===== config.mk =====
export PLATFORM = sky130hd
export DESIGN_NAME = sra_device_flat
export DESIGN_NICKNAME = d
export VERILOG_FILES = /design/src/rtl/sra_pkg.sv /design/src/rtl/sra_if.sv /design/src/rtl/sra_sync.sv /design/src/rtl/sra_device.sv /design/src/flat_wrapper.sv
export SDC_FILE = /design/constraint.sdc
export NUM_CORES = 1
export LEC_CHECK = 0
export ABC_AREA = 1
export BUFFER_PORTS_ARGS = -buffer_cell sky130_fd_sc_hd__buf_2
export CAP_MARGIN = 20
export CORE_MARGIN = 2
export CORE_UTILIZATION = 27
export DETAILED_ROUTE_END_ITERATION = 12
export PLACE_DENSITY = 0.4
export SYNTH_ARGS = -nofsm -noshare
export SYNTH_HDL_FRONTEND = slang
export SYNTH_SLANG_ARGS = --single-unit

===== constraint.sdc =====
create_clock -name core_clk -period 4.6 [get_ports core_clk]
set_clock_uncertainty 0.1 [all_clocks]
set_input_delay 0.23 -clock core_clk [delete_from_list [all_inputs] [get_ports core_clk]]
set_output_delay 0.23 -clock core_clk [all_outputs]
set_load 0.02 [all_outputs]

===== src/rtl/sra_pkg.sv =====
package sra_pkg;

    // Frame layout
    localparam int FRAME_BITS = 24;
    localparam int ADDR_W = 15;
    localparam int DATA_W = 8;
    localparam logic [3:0] HDR_LAST = 4'hE;
    localparam logic [3:0] BYTE_LAST = 4'h7;

    // Registers handled apart from the plain storage
    localparam logic [14:0] ADDR_PART_TYPE = 15'h0003;
    localparam logic [14:0] ADDR_PART_ID = 15'h0004;
    localparam logic [14:0] ADDR_MAKER_LO = 15'h000C;
    localparam logic [14:0] ADDR_MAKER_HI = 15'h000D;
    localparam logic [14:0] ADDR_SYSREF_CAPTURE_POSITION = 15'h002C;
    localparam logic [14:0] ADDR_CAL_STATE = 15'h006A;
    localparam logic [14:0] ADDR_LINK_STATUS = 15'h0208;

    // Field positions
    localparam int ASC_BIT = 5;
    localparam int ASC_MIRROR_BIT = 2;
    localparam int HOLD_BIT = 0;

    // Writable byte slots; 16-bit registers take two, low byte first
    localparam int NUM_RW = 38;
    localparam logic [5:0] NO_SLOT = 6'h26;
    localparam logic [5:0] SLOT_IF_PRIMARY = 6'h00;
    localparam logic [5:0] SLOT_USER_SERIAL = 6'h02;
    localparam logic [14:0] RW_ADDR [NUM_RW] = '{
        15'h0000, 15'h0002, 15'h0010, 15'h0029, 15'h002A, 15'h002B, 15'h0030, 15'h0031,
        15'h0032, 15'h0033, 15'h0038, 15'h003B, 15'h0048, 15'h0060, 15'h0061, 15'h0062,
        15'h0064, 15'h0068, 15'h006B, 15'h006C, 15'h006E, 15'h0070, 15'h0071, 15'h007A,
        15'h007B, 15'h007C, 15'h007E, 15'h007F, 15'h009D, 15'h0160, 15'h0200, 15'h0201,
        15'h0202, 15'h0203, 15'h0204, 15'h0205, 15'h0206, 15'h0207};
    localparam logic [7:0] RW_RESET [NUM_RW] = '{
        8'h30, 8'h00, 8'h00, 8'h00, 8'h00, 8'h11, 8'h00, 8'hA0,
        8'h00, 8'hA0, 8'h00, 8'h00, 8'h00, 8'h01, 8'h01, 8'h01,
        8'h02, 8'h61, 8'h00, 8'h01, 8'h88, 8'h00, 8'h00, 8'h00,
        8'h00, 8'h00, 8'h00, 8'h00, 8'h00, 8'h00, 8'h01, 8'h02,
        8'h1F, 8'h01, 8'h03, 8'h00, 8'h00, 8'h00};

    // Link timing
    localparam int CORE_PERIOD_NS = 100;
    localparam int SCLK_PERIOD_NS = 800;
    localparam int SCLK_HALF_CYC = SCLK_PERIOD_NS / (2 * CORE_PERIOD_NS);
    localparam logic [3:0] HALF_M1 = 4'(SCLK_HALF_CYC - 1);
    localparam logic [3:0] FULL_M1 = 4'(2 * SCLK_HALF_CYC - 1);
    localparam logic [3:0] SEL_HIGH_M1 = 4'(SCLK_HALF_CYC - 1);

    typedef enum logic [1:0] {
        DEV_IDLE = 2'b00,
        DEV_HDR = 2'b01,
        DEV_DATA = 2'b11
    } sra_dev_state_t;

    typedef enum logic [1:0] {
        HST_IDLE = 2'b00,
        HST_RUN = 2'b01,
        HST_TAIL = 2'b11,
        HST_GAP = 2'b10
    } sra_hst_state_t;

    // Storage slot of a byte address, NO_SLOT when not writable
    function automatic logic [5:0] slotOf(input logic [14:0] addr);
        logic [5:0] s;
        s = NO_SLOT;
        for (int i = 0; i < NUM_RW; i++)
        begin
            if (RW_ADDR[i] == addr)
            begin
                s = 6'(i);
            end
        end
        return s;
    endfunction : slotOf

endpackage : sra_pkg


===== src/rtl/sra_if.sv =====
interface sra_if;
    logic sclk;
    logic serialSelectN;
    logic serialDataIn;
    logic serialDataOut;
    logic serialDataOutOe;
    logic serialDataOutLine;

    // Undriven output line floats high
    assign serialDataOutLine = serialDataOutOe ? serialDataOut : 1'b1;

    modport device (
        input sclk,
        input serialSelectN,
        input serialDataIn,
        output serialDataOut,
        output serialDataOutOe
    );

    modport host (
        output sclk,
        output serialSelectN,
        output serialDataIn,
        input serialDataOutLine
    );
endinterface : sra_if


===== src/rtl/sra_sync.sv =====
module sra_sync #(
    parameter int W = 1
) (
    input wire logic core_clk,
    input wire logic rst,
    input wire logic [W-1:0] asyncIn,
    output logic [W-1:0] syncOut
);
    logic [W-1:0] meta_r;
    logic [W-1:0] sync_r;

    // Two stages; the first is read by nothing but the second
    always_ff @(posedge core_clk)
    begin
        if (rst)
        begin
            meta_r <= '0;
            sync_r <= '0;
        end
        else
        begin
            meta_r <= asyncIn;
            sync_r <= meta_r;
        end
    end

    assign syncOut = sync_r;
endmodule : sra_sync


===== src/rtl/sra_device.sv =====
// Notes on behaviour
// - Host keeps select low for whole access.
// - Input bit sampled on serial clock rise.
// - Works at any slow serial clock.
// - Frame is 24 bits, MSB first.
// - Wide registers little-endian, low byte first.
// - Output floats in writes and header.
// - First bit one reads, zero writes.
// - Next fifteen bits carry the address.
// - Write stores last eight input bits.
// - Read ignores input, drives register byte.
// - Further bytes under select continue stream.
// - Address steps after each streamed byte.
// - Register zero bits 5,2 pick direction.
// - Address hold bit stops address stepping.
// - Host avoids access during calibration.
// - Host never writes unlisted addresses.
module sra_device #(
    parameter logic [7:0] PART_TYPE = 8'h5A,    // Arbitrary value
    parameter logic [7:0] PART_ID = 8'h21,      // Arbitrary value
    parameter logic [15:0] MAKER_ID = 16'h1234  // Arbitrary value
) (
    input wire logic core_clk,
    input wire logic rst,
    sra_if.device link,
    input wire logic [7:0] calState,
    input wire logic [7:0] sysrefPos,
    input wire logic [7:0] linkStatus,
    output logic wrStrobe,
    output logic [14:0] wrAddr,
    output logic [7:0] wrData,
    output logic [7:0] ifPrimary,
    output logic [7:0] userSerialConfig
);
    logic sclkS;
    logic serialSelectNS;
    logic serialDataInS;
    logic sclkPrev_r;
    sra_pkg::sra_dev_state_t state_r;
    logic [3:0] cnt_r;
    logic isRead_r;
    logic [14:0] addr_r;
    logic [7:0] rxSh_r;
    logic [7:0] txSh_r;
    logic loadTx_r;
    logic sdoOut_r;
    logic sdoOe_r;
    logic wrStrobe_r;
    logic [14:0] wrAddr_r;
    logic [7:0] wrData_r;
    logic [7:0] regFile_r [sra_pkg::NUM_RW];

    // All three pins come from the host's domain
    sra_sync #(
        .W(3)
    ) u_pinSync (
        .core_clk(core_clk),
        .rst(rst),
        .asyncIn({link.sclk, link.serialSelectN, link.serialDataIn}),
        .syncOut({sclkS, serialSelectNS, serialDataInS})
    );

    // Edge detection on the synchronised serial clock
    always_ff @(posedge core_clk)
    begin
        if (rst)
        begin
            sclkPrev_r <= 1'b0;
        end
        else
        begin
            sclkPrev_r <= sclkS;
        end
    end

    logic sclkRise;
    logic sclkFall;
    logic frameOn;
    assign sclkRise = sclkS & ~sclkPrev_r;
    assign sclkFall = ~sclkS & sclkPrev_r;
    assign frameOn = ~serialSelectNS;

    // Decode of the incoming bit stream, MSB first
    logic [14:0] hdrAddr;
    logic [7:0] rxByte;
    logic hdrDone;
    logic byteDone;
    assign rxByte = {rxSh_r[6:0], serialDataInS};
    // fifteen address bits follow the flag
    assign hdrAddr = {addr_r[13:0], serialDataInS};
    assign hdrDone = (state_r == sra_pkg::DEV_HDR) && (cnt_r == sra_pkg::HDR_LAST);
    assign byteDone = (state_r == sra_pkg::DEV_DATA) && (cnt_r == sra_pkg::BYTE_LAST);

    // Address stepping for streamed bytes
    logic ascend;
    logic addrHold;
    logic [14:0] stepAddr;
    // either mirror bit set means ascending, as after reset
    assign ascend = regFile_r[sra_pkg::SLOT_IF_PRIMARY][sra_pkg::ASC_BIT]
        | regFile_r[sra_pkg::SLOT_IF_PRIMARY][sra_pkg::ASC_MIRROR_BIT];
    assign addrHold = regFile_r[sra_pkg::SLOT_USER_SERIAL][sra_pkg::HOLD_BIT];
    // step up or down after each byte unless addrHold is set
    assign stepAddr = addrHold ? addr_r
        : (ascend ? 15'(addr_r + 15'h0001) : 15'(addr_r - 15'h0001));

    // Read selection; each byte of a wide register has its own address
    logic [5:0] rdSlot;
    logic [5:0] wrSlot;
    logic [7:0] rwByte;
    logic [7:0] rdByte;
    assign rdSlot = sra_pkg::slotOf(addr_r);
    assign wrSlot = sra_pkg::slotOf(addr_r);
    assign rwByte = (rdSlot == sra_pkg::NO_SLOT) ? 8'h00 : regFile_r[rdSlot];
    assign rdByte = (addr_r == sra_pkg::ADDR_PART_TYPE) ? PART_TYPE
        : (addr_r == sra_pkg::ADDR_PART_ID) ? PART_ID
        : (addr_r == sra_pkg::ADDR_MAKER_LO) ? MAKER_ID[7:0]
        : (addr_r == sra_pkg::ADDR_MAKER_HI) ? MAKER_ID[15:8]
        : (addr_r == sra_pkg::ADDR_SYSREF_CAPTURE_POSITION) ? sysrefPos
        : (addr_r == sra_pkg::ADDR_CAL_STATE) ? calState
        : (addr_r == sra_pkg::ADDR_LINK_STATUS) ? linkStatus
        : rwByte;

    // Frame sequencer; advances only on serial clock edges, so no rate floor
    always_ff @(posedge core_clk)
    begin
        if (rst)
        begin
            state_r <= sra_pkg::DEV_IDLE;
            cnt_r <= 4'h0;
            isRead_r <= 1'b0;
            addr_r <= 15'h0000;
            rxSh_r <= 8'h00;
            loadTx_r <= 1'b0;
        end
        // select high returns to frame start
        else if (!frameOn)
        begin
            state_r <= sra_pkg::DEV_IDLE;
            cnt_r <= 4'h0;
            loadTx_r <= 1'b0;
        end
        else if (sclkRise)
        begin
            unique case (state_r)
                sra_pkg::DEV_IDLE:
                begin
                    isRead_r <= serialDataInS;
                    state_r <= sra_pkg::DEV_HDR;
                    cnt_r <= 4'h0;
                end
                sra_pkg::DEV_HDR:
                begin
                    addr_r <= hdrAddr;
                    loadTx_r <= hdrDone;
                    cnt_r <= hdrDone ? 4'h0 : 4'(cnt_r + 4'h1);
                    state_r <= hdrDone ? sra_pkg::DEV_DATA : sra_pkg::DEV_HDR;
                end
                sra_pkg::DEV_DATA:
                begin
                    rxSh_r <= rxByte;
                    cnt_r <= byteDone ? 4'h0 : 4'(cnt_r + 4'h1);
                    // stay in data phase for more bytes
                    if (byteDone)
                    begin
                        addr_r <= stepAddr;
                        loadTx_r <= 1'b1;
                    end
                end
                default:
                begin
                    state_r <= sra_pkg::DEV_IDLE;
                end
            endcase
        end
        else
        begin
            loadTx_r <= 1'b0;
        end
    end

    // Read output; byte loaded one cycle after the address settles
    always_ff @(posedge core_clk)
    begin
        if (rst)
        begin
            txSh_r <= 8'h00;
            sdoOut_r <= 1'b0;
            sdoOe_r <= 1'b0;
        end
        // floats outside the data phase of reads
        else if (!frameOn || state_r != sra_pkg::DEV_DATA || !isRead_r)
        begin
            sdoOe_r <= 1'b0;
            if (loadTx_r)
            begin
                txSh_r <= rdByte;
            end
        end
        else if (loadTx_r)
        begin
            txSh_r <= rdByte;
        end
        // bit driven on fall, host samples at the end of the high half
        else if (sclkFall)
        begin
            sdoOut_r <= txSh_r[7];
            txSh_r <= {txSh_r[6:0], 1'b0};
            sdoOe_r <= 1'b1;
        end
    end

    // Write commit, only after a whole data byte
    logic commit;
    assign commit = frameOn && sclkRise && byteDone && !isRead_r;

    always_ff @(posedge core_clk)
    begin
        if (rst)
        begin
            wrStrobe_r <= 1'b0;
            wrAddr_r <= 15'h0000;
            wrData_r <= 8'h00;
        end
        else
        begin
            // one-cycle strobe with address and byte
            wrStrobe_r <= commit;
            if (commit)
            begin
                wrAddr_r <= addr_r;
                wrData_r <= rxByte;
            end
        end
    end

    // Register storage; read-only and unmapped addresses drop writes
    always_ff @(posedge core_clk)
    begin
        if (rst)
        begin
            for (int i = 0; i < sra_pkg::NUM_RW; i++)
            begin
                regFile_r[i] <= sra_pkg::RW_RESET[i];
            end
        end
        else if (commit && wrSlot != sra_pkg::NO_SLOT)
        begin
            regFile_r[wrSlot] <= rxByte;
        end
    end

    assign link.serialDataOut = sdoOut_r;
    assign link.serialDataOutOe = sdoOe_r;
    assign wrStrobe = wrStrobe_r;
    assign wrAddr = wrAddr_r;
    assign wrData = wrData_r;
    assign ifPrimary = regFile_r[sra_pkg::SLOT_IF_PRIMARY];
    assign userSerialConfig = regFile_r[sra_pkg::SLOT_USER_SERIAL];
endmodule : sra_device


===== src/flat_wrapper.sv =====
// flat-port wrapper written by rule: the top's interface ports become plain ports
module sra_device_flat 
#(
    parameter logic [7:0] PART_TYPE = 8'h5A,                      
    parameter logic [7:0] PART_ID = 8'h21,                        
    parameter logic [15:0] MAKER_ID = 16'h1234                    
)
  (core_clk, rst, calState, sysrefPos, linkStatus, wrStrobe, wrAddr, wrData, ifPrimary, userSerialConfig, link_sclk, link_serialSelectN, link_serialDataIn, link_serialDataOut, link_serialDataOutOe);
  sra_if link_i ();
  input wire logic core_clk;
  input wire logic rst;
  input wire logic [7:0] calState;
  input wire logic [7:0] sysrefPos;
  input wire logic [7:0] linkStatus;
  output logic wrStrobe;
  output logic [14:0] wrAddr;
  output logic [7:0] wrData;
  output logic [7:0] ifPrimary;
  output logic [7:0] userSerialConfig;
  input wire logic [$bits(link_i.sclk)-1:0] link_sclk;
  input wire logic [$bits(link_i.serialSelectN)-1:0] link_serialSelectN;
  input wire logic [$bits(link_i.serialDataIn)-1:0] link_serialDataIn;
  output wire logic [$bits(link_i.serialDataOut)-1:0] link_serialDataOut;
  output wire logic [$bits(link_i.serialDataOutOe)-1:0] link_serialDataOutOe;
  assign link_i.sclk = link_sclk;
  assign link_i.serialSelectN = link_serialSelectN;
  assign link_i.serialDataIn = link_serialDataIn;
  assign link_serialDataOut = link_i.serialDataOut;
  assign link_serialDataOutOe = link_i.serialDataOutOe;
  sra_device #(.PART_TYPE(PART_TYPE), .PART_ID(PART_ID), .MAKER_ID(MAKER_ID)) u_core (.core_clk(core_clk), .rst(rst), .link(link_i), .calState(calState), .sysrefPos(sysrefPos), .linkStatus(linkStatus), .wrStrobe(wrStrobe), .wrAddr(wrAddr), .wrData(wrData), .ifPrimary(ifPrimary), .userSerialConfig(userSerialConfig));
endmodule

# After elaboration in Yosys (flattened, before gate mapping)
# Memories as Yosys holds them, arrays and structs flattened.
# Index checks and enable logic that the tools add are counted.
word_totals:
  elab_cells: 179
  n_memories: 1
  ramBits: 304
  regBits: 71
op_classes:
  n_eq_ne: 54
  n_mux: 69
  bitwise: 10
  reduce_logical: 27
  add_sub_neg: 3
mem_list:
  columns: ["memory", "depth", "width", "rd", "rd_ports_with_merged_regs", "write_ports", "line", "text"]
  rows:
  - ["u_core.regFile_r", 38, 8, 3, 0, 38, "sra_device.sv:51", "logic [7:0] regFile_r [sra_pkg::NUM_RW];"]
op_table:
  columns: ["op", "count"]
  rows:
  - ["$eq A7 B15 Y1 const A", 16]
  - ["$mux W6", 39]
  - ["$eq A6 B15 Y1 const A", 9]
  - ["$eq A10 B15 Y1 const A", 8]
  - ["$mux W8", 13]
  - ["$mux W15", 3]
  - ["$eq A15 B4 Y1 const B", 2]
  - ["$pmux W15 S2", 1]
  - ["$add A15 B1 Y15 const B", 1]
  - ["$eq A15 B10 Y1 const B", 1]
  - ["$eq A15 B2 Y1 const B", 1]
  - ["$eq A15 B3 Y1 const B", 1]
  - ["$eq A15 B6 Y1 const B", 1]
  - ["$eq A15 B7 Y1 const B", 1]
  - ["$eq A2 B15 Y1 const A", 1]
  - ["$eq A5 B15 Y1 const A", 1]
  - ["$eq A8 B15 Y1 const A", 1]
  - ["$eq A9 B15 Y1 const A", 1]
  - ["$logic_not A15 Y1", 1]
  - ["$sub A15 B1 Y15 const B", 1]
  - ["$pmux W4 S3", 1]
  - ["$reduce_and A2 Y1", 5]
  - ["$reduce_and A3 Y1", 3]
  - ["$mux W4", 2]
  - ["26 further kinds", 49]

# Logic depth before layout (Yosys ltp)
logic_depth:
  word_depth: 50
  depth_mapped: 31
  depth_no_buf: 30

# Modules after synthesis
# A second synthesis with hierarchy kept.
hier_totals:
  cells_unflattened: 2024
  hier_area_um2: 18438.9
modules_own_cells:
  columns: ["mod", "instances", "area_each_um2", "cells_each"]
  rows:
  - ["sra_device", 1, 18273.8, 2006]
  - ["sra_sync", 1, 165.2, 18]

# Least setup slack after synthesis
# OpenSTA, ideal clock, no wires.
synth_path:
  path_type: "register to register"
  start: "mem u_core.regFile_r[0][5]"
  end: "reg u_core.addr_r[14]"
  arrival_ns: 3.260
  path_buffers: 0
  path_stages_with_launch: 19
  slack_ns: 1.108
  path_cell_list: "edfxtp_1 -> nor2_1 -> inv_1 -> fa_1 -> o31ai_1 -> inv_1 -> o21ai_0 -> nand3_1 -> nand2_1 -> nand3_1 -> nand2_1 -> nand3_1 -> nand2_1 -> a21oi_1 -> nor2_1 -> nor2_1 -> xor2_1 -> o21ai_0 -> a21oi_1"
synth_lines:
  columns: ["element", "line", "text"]
  rows:
  - ["start, declared", "sra_device.sv:51", null]
  - ["end signal, assigned", "sra_device.sv:153", "addr_r <= hdrAddr;"]
  - ["end signal, assigned", "sra_device.sv:165", "addr_r <= stepAddr;"]
  - ["end, declared", "sra_device.sv:42", "logic [14:0] addr_r;"]

# Final worst setup path
layout_path:
  start: "reg u_core.addr_r[14]"
  end: "reg u_core.txSh_r[1]"
layout_via:
  elab_chain_cells: 50
  elab_cells_between_ends: 96
  classes_between: "eq/ne: 45; mux: 49; reduce/logical: 1; memory: 1"
layout_lines:
  columns: ["element", "line", "text"]
  rows:
  - ["$logic_not A15 Y1", "sra_pkg.sv:69", "if (RW_ADDR[i] == addr)"]
  - ["$mux W6 (38 in series)", "sra_pkg.sv:69", null]
  - ["$mem_v2 Z38 W8 or $eq A6 B6 Y1 (tied branches)", null, null]
  - ["$mux W8", "sra_device.sv:113", "assign rwByte = (rdSlot == sra_pkg::NO_SLOT) ? 8'h00 : regFile_r[rdSlot];"]
  - ["$mux W8", "sra_device.sv:120", ": (addr_r == sra_pkg::ADDR_LINK_STATUS) ? linkStatus"]
  - ["$mux W8", "sra_device.sv:119", ": (addr_r == sra_pkg::ADDR_CAL_STATE) ? calState"]
  - ["$mux W8", "sra_device.sv:118", ": (addr_r == sra_pkg::ADDR_SYSREF_CAPTURE_POSITION) ? sysrefPos"]
  - ["$mux W8", "sra_device.sv:117", ": (addr_r == sra_pkg::ADDR_MAKER_HI) ? MAKER_ID[15:8]"]
  - ["$mux W8", "sra_device.sv:116", ": (addr_r == sra_pkg::ADDR_MAKER_LO) ? MAKER_ID[7:0]"]
  - ["$mux W8", "sra_device.sv:115", ": (addr_r == sra_pkg::ADDR_PART_ID) ? PART_ID"]
  - ["$mux W8 *", "sra_device.sv:114", "assign rdByte = (addr_r == sra_pkg::ADDR_PART_TYPE) ? PART_TYPE"]
  - ["$mux W8, on equally long branches", "sra_device.sv:199, sra_device.sv:194", null]
  - ["$mux W8 *", "sra_device.sv:191", "else if (!frameOn || state_r != sra_pkg::DEV_DATA || !isRead_r)"]
  - ["end signal, assigned", "sra_device.sv:196", "txSh_r <= rdByte;"]
  - ["end signal, assigned", "sra_device.sv:201", "txSh_r <= rdByte;"]
  - ["end signal, assigned", "sra_device.sv:207", "txSh_r <= {txSh_r[6:0], 1'b0};"]
  - ["end, declared", "sra_device.sv:44", "logic [7:0] txSh_r;"]
# Mark *: on every way between the ends. The rest lies on a longest branch, timed or not. The select of a mux whose other input is x is not followed.
# A chain may end at the register's enable or synchronous reset.

==> results.ini <==
[status]
status = finished, final reports clean

[routing]
ant_nets = 0
via_per_inst = 4.83
dr.pass1.iters = 5
vias = 16200
drt_wl_total_mm = 75.4
route.detailed.drc = 0
wl_per_cell_um = 22.5
drt_iter0_drc = 1443

[global_route]
overflow = 0
grt_pass1_vias = 16000
grt_pass1_wl_mm = 110
grt.total_usage = 0.209
grt_antenna_before_repair = 0
grt_max_degree = 46

[critical_path]
required_ns = 4.99
cp.arrival_ns = 4.77
start_kind = flip-flop
end_kind = flip-flop
critPathMaxFanout = 12
crit_type = reg -> reg

[synthesis]
yosysUniqueCellTypes = 51
synthTopCellsByArea = edfxtp_1, nor2_1, nand2_1, dfxtp_1, inv_1
ys_ff_latch = 386
synth_top_area_frac = 0.501
synth-edff-count = 315
ys_seq_area_frac = 0.576
synth_area_mm2 = 0.0189
yosys.area.top_type = edfxtp_1
async_flop_share = 0
syn_avg_cell_area_um2 = 8.78
synthCells = 2152
ys.warnings.count = 0
yosys_most_used_dff = edfxtp_1

[placed_design]
dp_hpwl_mm = 54.6
gp_congestion = 0.917
dp_cells = 3247
numPortBuffers = 70
dpl_cell_area_mm2 = 0.0215

[die]
die_h_um = 268
ioPinCount = 71
rows = 96
die_width_um = 268
initial_core_util = 0.274
core-area_mm2 = 0.0689
dieArea_mm2 = 0.0721

[final_layout]
fin_area_mm2 = 0.0231
post-route-util = 0.335
areaGrowthSynthToFinish_pct = 22.2
nNetsFinal = 2426
layout-drive-gt1-share = 0.158
antennaDiodeCount = 0
instances_no_fill = 3350

[sta]
finalSetupTns_ns = 0
relSlewSlack = 0.324
period_share = 0.952
worst_slew_pin_slew_ns = 1.01
fin_crit_ns = 4.38
hold_viol_final = 0
slew_viol_final = 0
setup_viol = 0
fmax_mhz = 228
timing.hold.ws_ns = 0.0283

[power]
p_leak_nw = 8.89
p_per_area_mw_per_mm2 = 344
ir_worst_vdd_v = 0.000243

[clock_network]
cts_root_buffer = clkbuf_16
clk_path_buf_depth = 3
cts_tree = done
cts_sinks = 386
worstSkewPairLatency_ns = 0.61
numCtsBuffers = 47
ctsHtreeMaxLevel = 2
clk_pin_slew_ns = 0.06

[min_path]
hp-class = in -> reg

[flow_run]
drv_cap = 0

==> cell usage in the layout, fill, tap and decap left out, drive strengths merged, types with 27 or more instances in the layout <==
| cell type | n |
|---|---|
| nand4 | 44 |
| dfxtp | 71 |
| edfxtp | 315 |
| nand3 | 98 |
| inv | 244 |
| nand2 | 400 |
| nor2 | 503 |
| nor3 | 27 |
| clkbuf | 59 |
| buf | 247 |
| clkinv | 28 |
| o22ai | 68 |
| o21ai | 109 |
| a21oi | 90 |
==> synth_stat cells, types with 4 or more instances <==
cell,n
a211oi_1,9
o22ai_1,68
inv_1,223
xor2_1,10
nand3b_1,24
inv_2,22
nor2_2,4
buf_4,6
a221oi_1,6
dfxtp_1,71
o21ai_0,97
nand3_1,95
edfxtp_1,315
nand2_2,8
ha_1,15
nor4_1,7
o21ai_1,12
nand2_1,391
nand4_1,42
nor2_4,5
nor2_1,493
clkbuf_1,56
nor3_1,25
buf_2,22
a21oi_1,90
==> critical path, stage by stage (launching register included) <==
cell	delay [ns]
dfxtp_1	0.35
nor2_1	0.14
nand2_2	0.13
inv_2	0.11
nand2_2	0.12
buf_4	0.20
o311ai_0	0.52
nor2_1	0.13
nand3_1	0.16
nor3_4	0.07
inv_2	0.09
buf_4	0.17
nand2_1	0.11
inv_4	0.22
nand2_1	0.16
buf_4	0.23
o22ai_1	0.28
nor3_1	0.11
nand3b_1	0.17
nand3_1	0.20
nand2_1	0.18
nand2_1	0.07
nand2_1	0.06
nand3_1	0.06
nand2_1	0.08
inv_1	0.04
==> final timing paths <==
path                                              start                                      to  slack (ns)  cells after the start
setup / recovery         u_core.addr_r[14]$_SDFFE_PP0P_           u_core.txSh_r[1]$_SDFFE_PP0P_        0.22                     25
setup reg to reg         u_core.addr_r[14]$_SDFFE_PP0P_           u_core.txSh_r[1]$_SDFFE_PP0P_        0.22                     25
hold reg to reg   u_core.u_pinSync.meta_r[2]$_SDFF_PP0_  u_core.u_pinSync.syncOut[2]$_SDFF_PP0_        0.31                      2
hold / removal                            linkStatus[6]           u_core.txSh_r[6]$_SDFFE_PP0P_        0.03                      9
==> area by class of cell <==
cell class	count	area, µm²
Timing Repair Buffer	259	1910
Sequential cell	386	10900
Clock buffer	59	1230
Inverter	247	933
Multi-Input combinational cell	1440	6760
Tap cell	931	1160
Fill cell	7322	45900
Clock inverter	28	195
==> registers in the layout, summed over array words and instances, names as in the netlist, 3 cells and up <==
signal	cells
u_core.regFile_r	315
u_core.addr_r	15
u_core.wrAddr	15
u_core.txSh_r	8
u_core.wrData	8
u_core.rxSh_r	7
u_core.cnt_r	4
u_core.u_pinSync.meta_r	3
u_core.u_pinSync.syncOut	3
==> report_power, final <==
group | switching (W) | leakage [nW] | total, W | internal (W)
Sequential | 0.0000655 | 3.52 | 0.00396 | 0.00390
Clock | 0.00156 | 0.703 | 0.00352 | 0.00197
Combinational | 0.000329 | 4.66 | 0.000466 | 0.000137
==> repair_timing <==
action                                  CTS  global route
endpoints found under the hold margin     8             0
endpoints found under the setup margin    0            27
hold buffers                             12             0
gates resized for setup                   0            15
buffers inserted                          0             4
==> kinds of logic after synthesis <==
group,synth area share
simple gates,0.250
fa+ha+maj,0.0110
mux,0.000530
other cells,0.000199
flops,0.576
compound gates,0.0863
buf+inv,0.0706
xor+xnor,0.00510
==> metrics by stage <==
step | power, W | worst slack (ns)
floorplan | 0.00423 | 1.11
global placement | 0.00449 | 0.120
detailed placement | 0.00449 | 0.108
CTS | 0.00803 | 0.0766
global route | 0.00821 | -0.0236
finish | 0.00795 | 0.221
==> routing by layer <==
layer / track usage / up-vias / wire, µm
met5: 0 / - / 0
met4: 0.0498 / 0 / 1670
met3: 0.0262 / 89 / 4210
met2: 0.345 / 495 / 35300
met1: 0.292 / 7940 / 34200
li1: - / 7663 / -
Power figures use the tool's default switching activity.
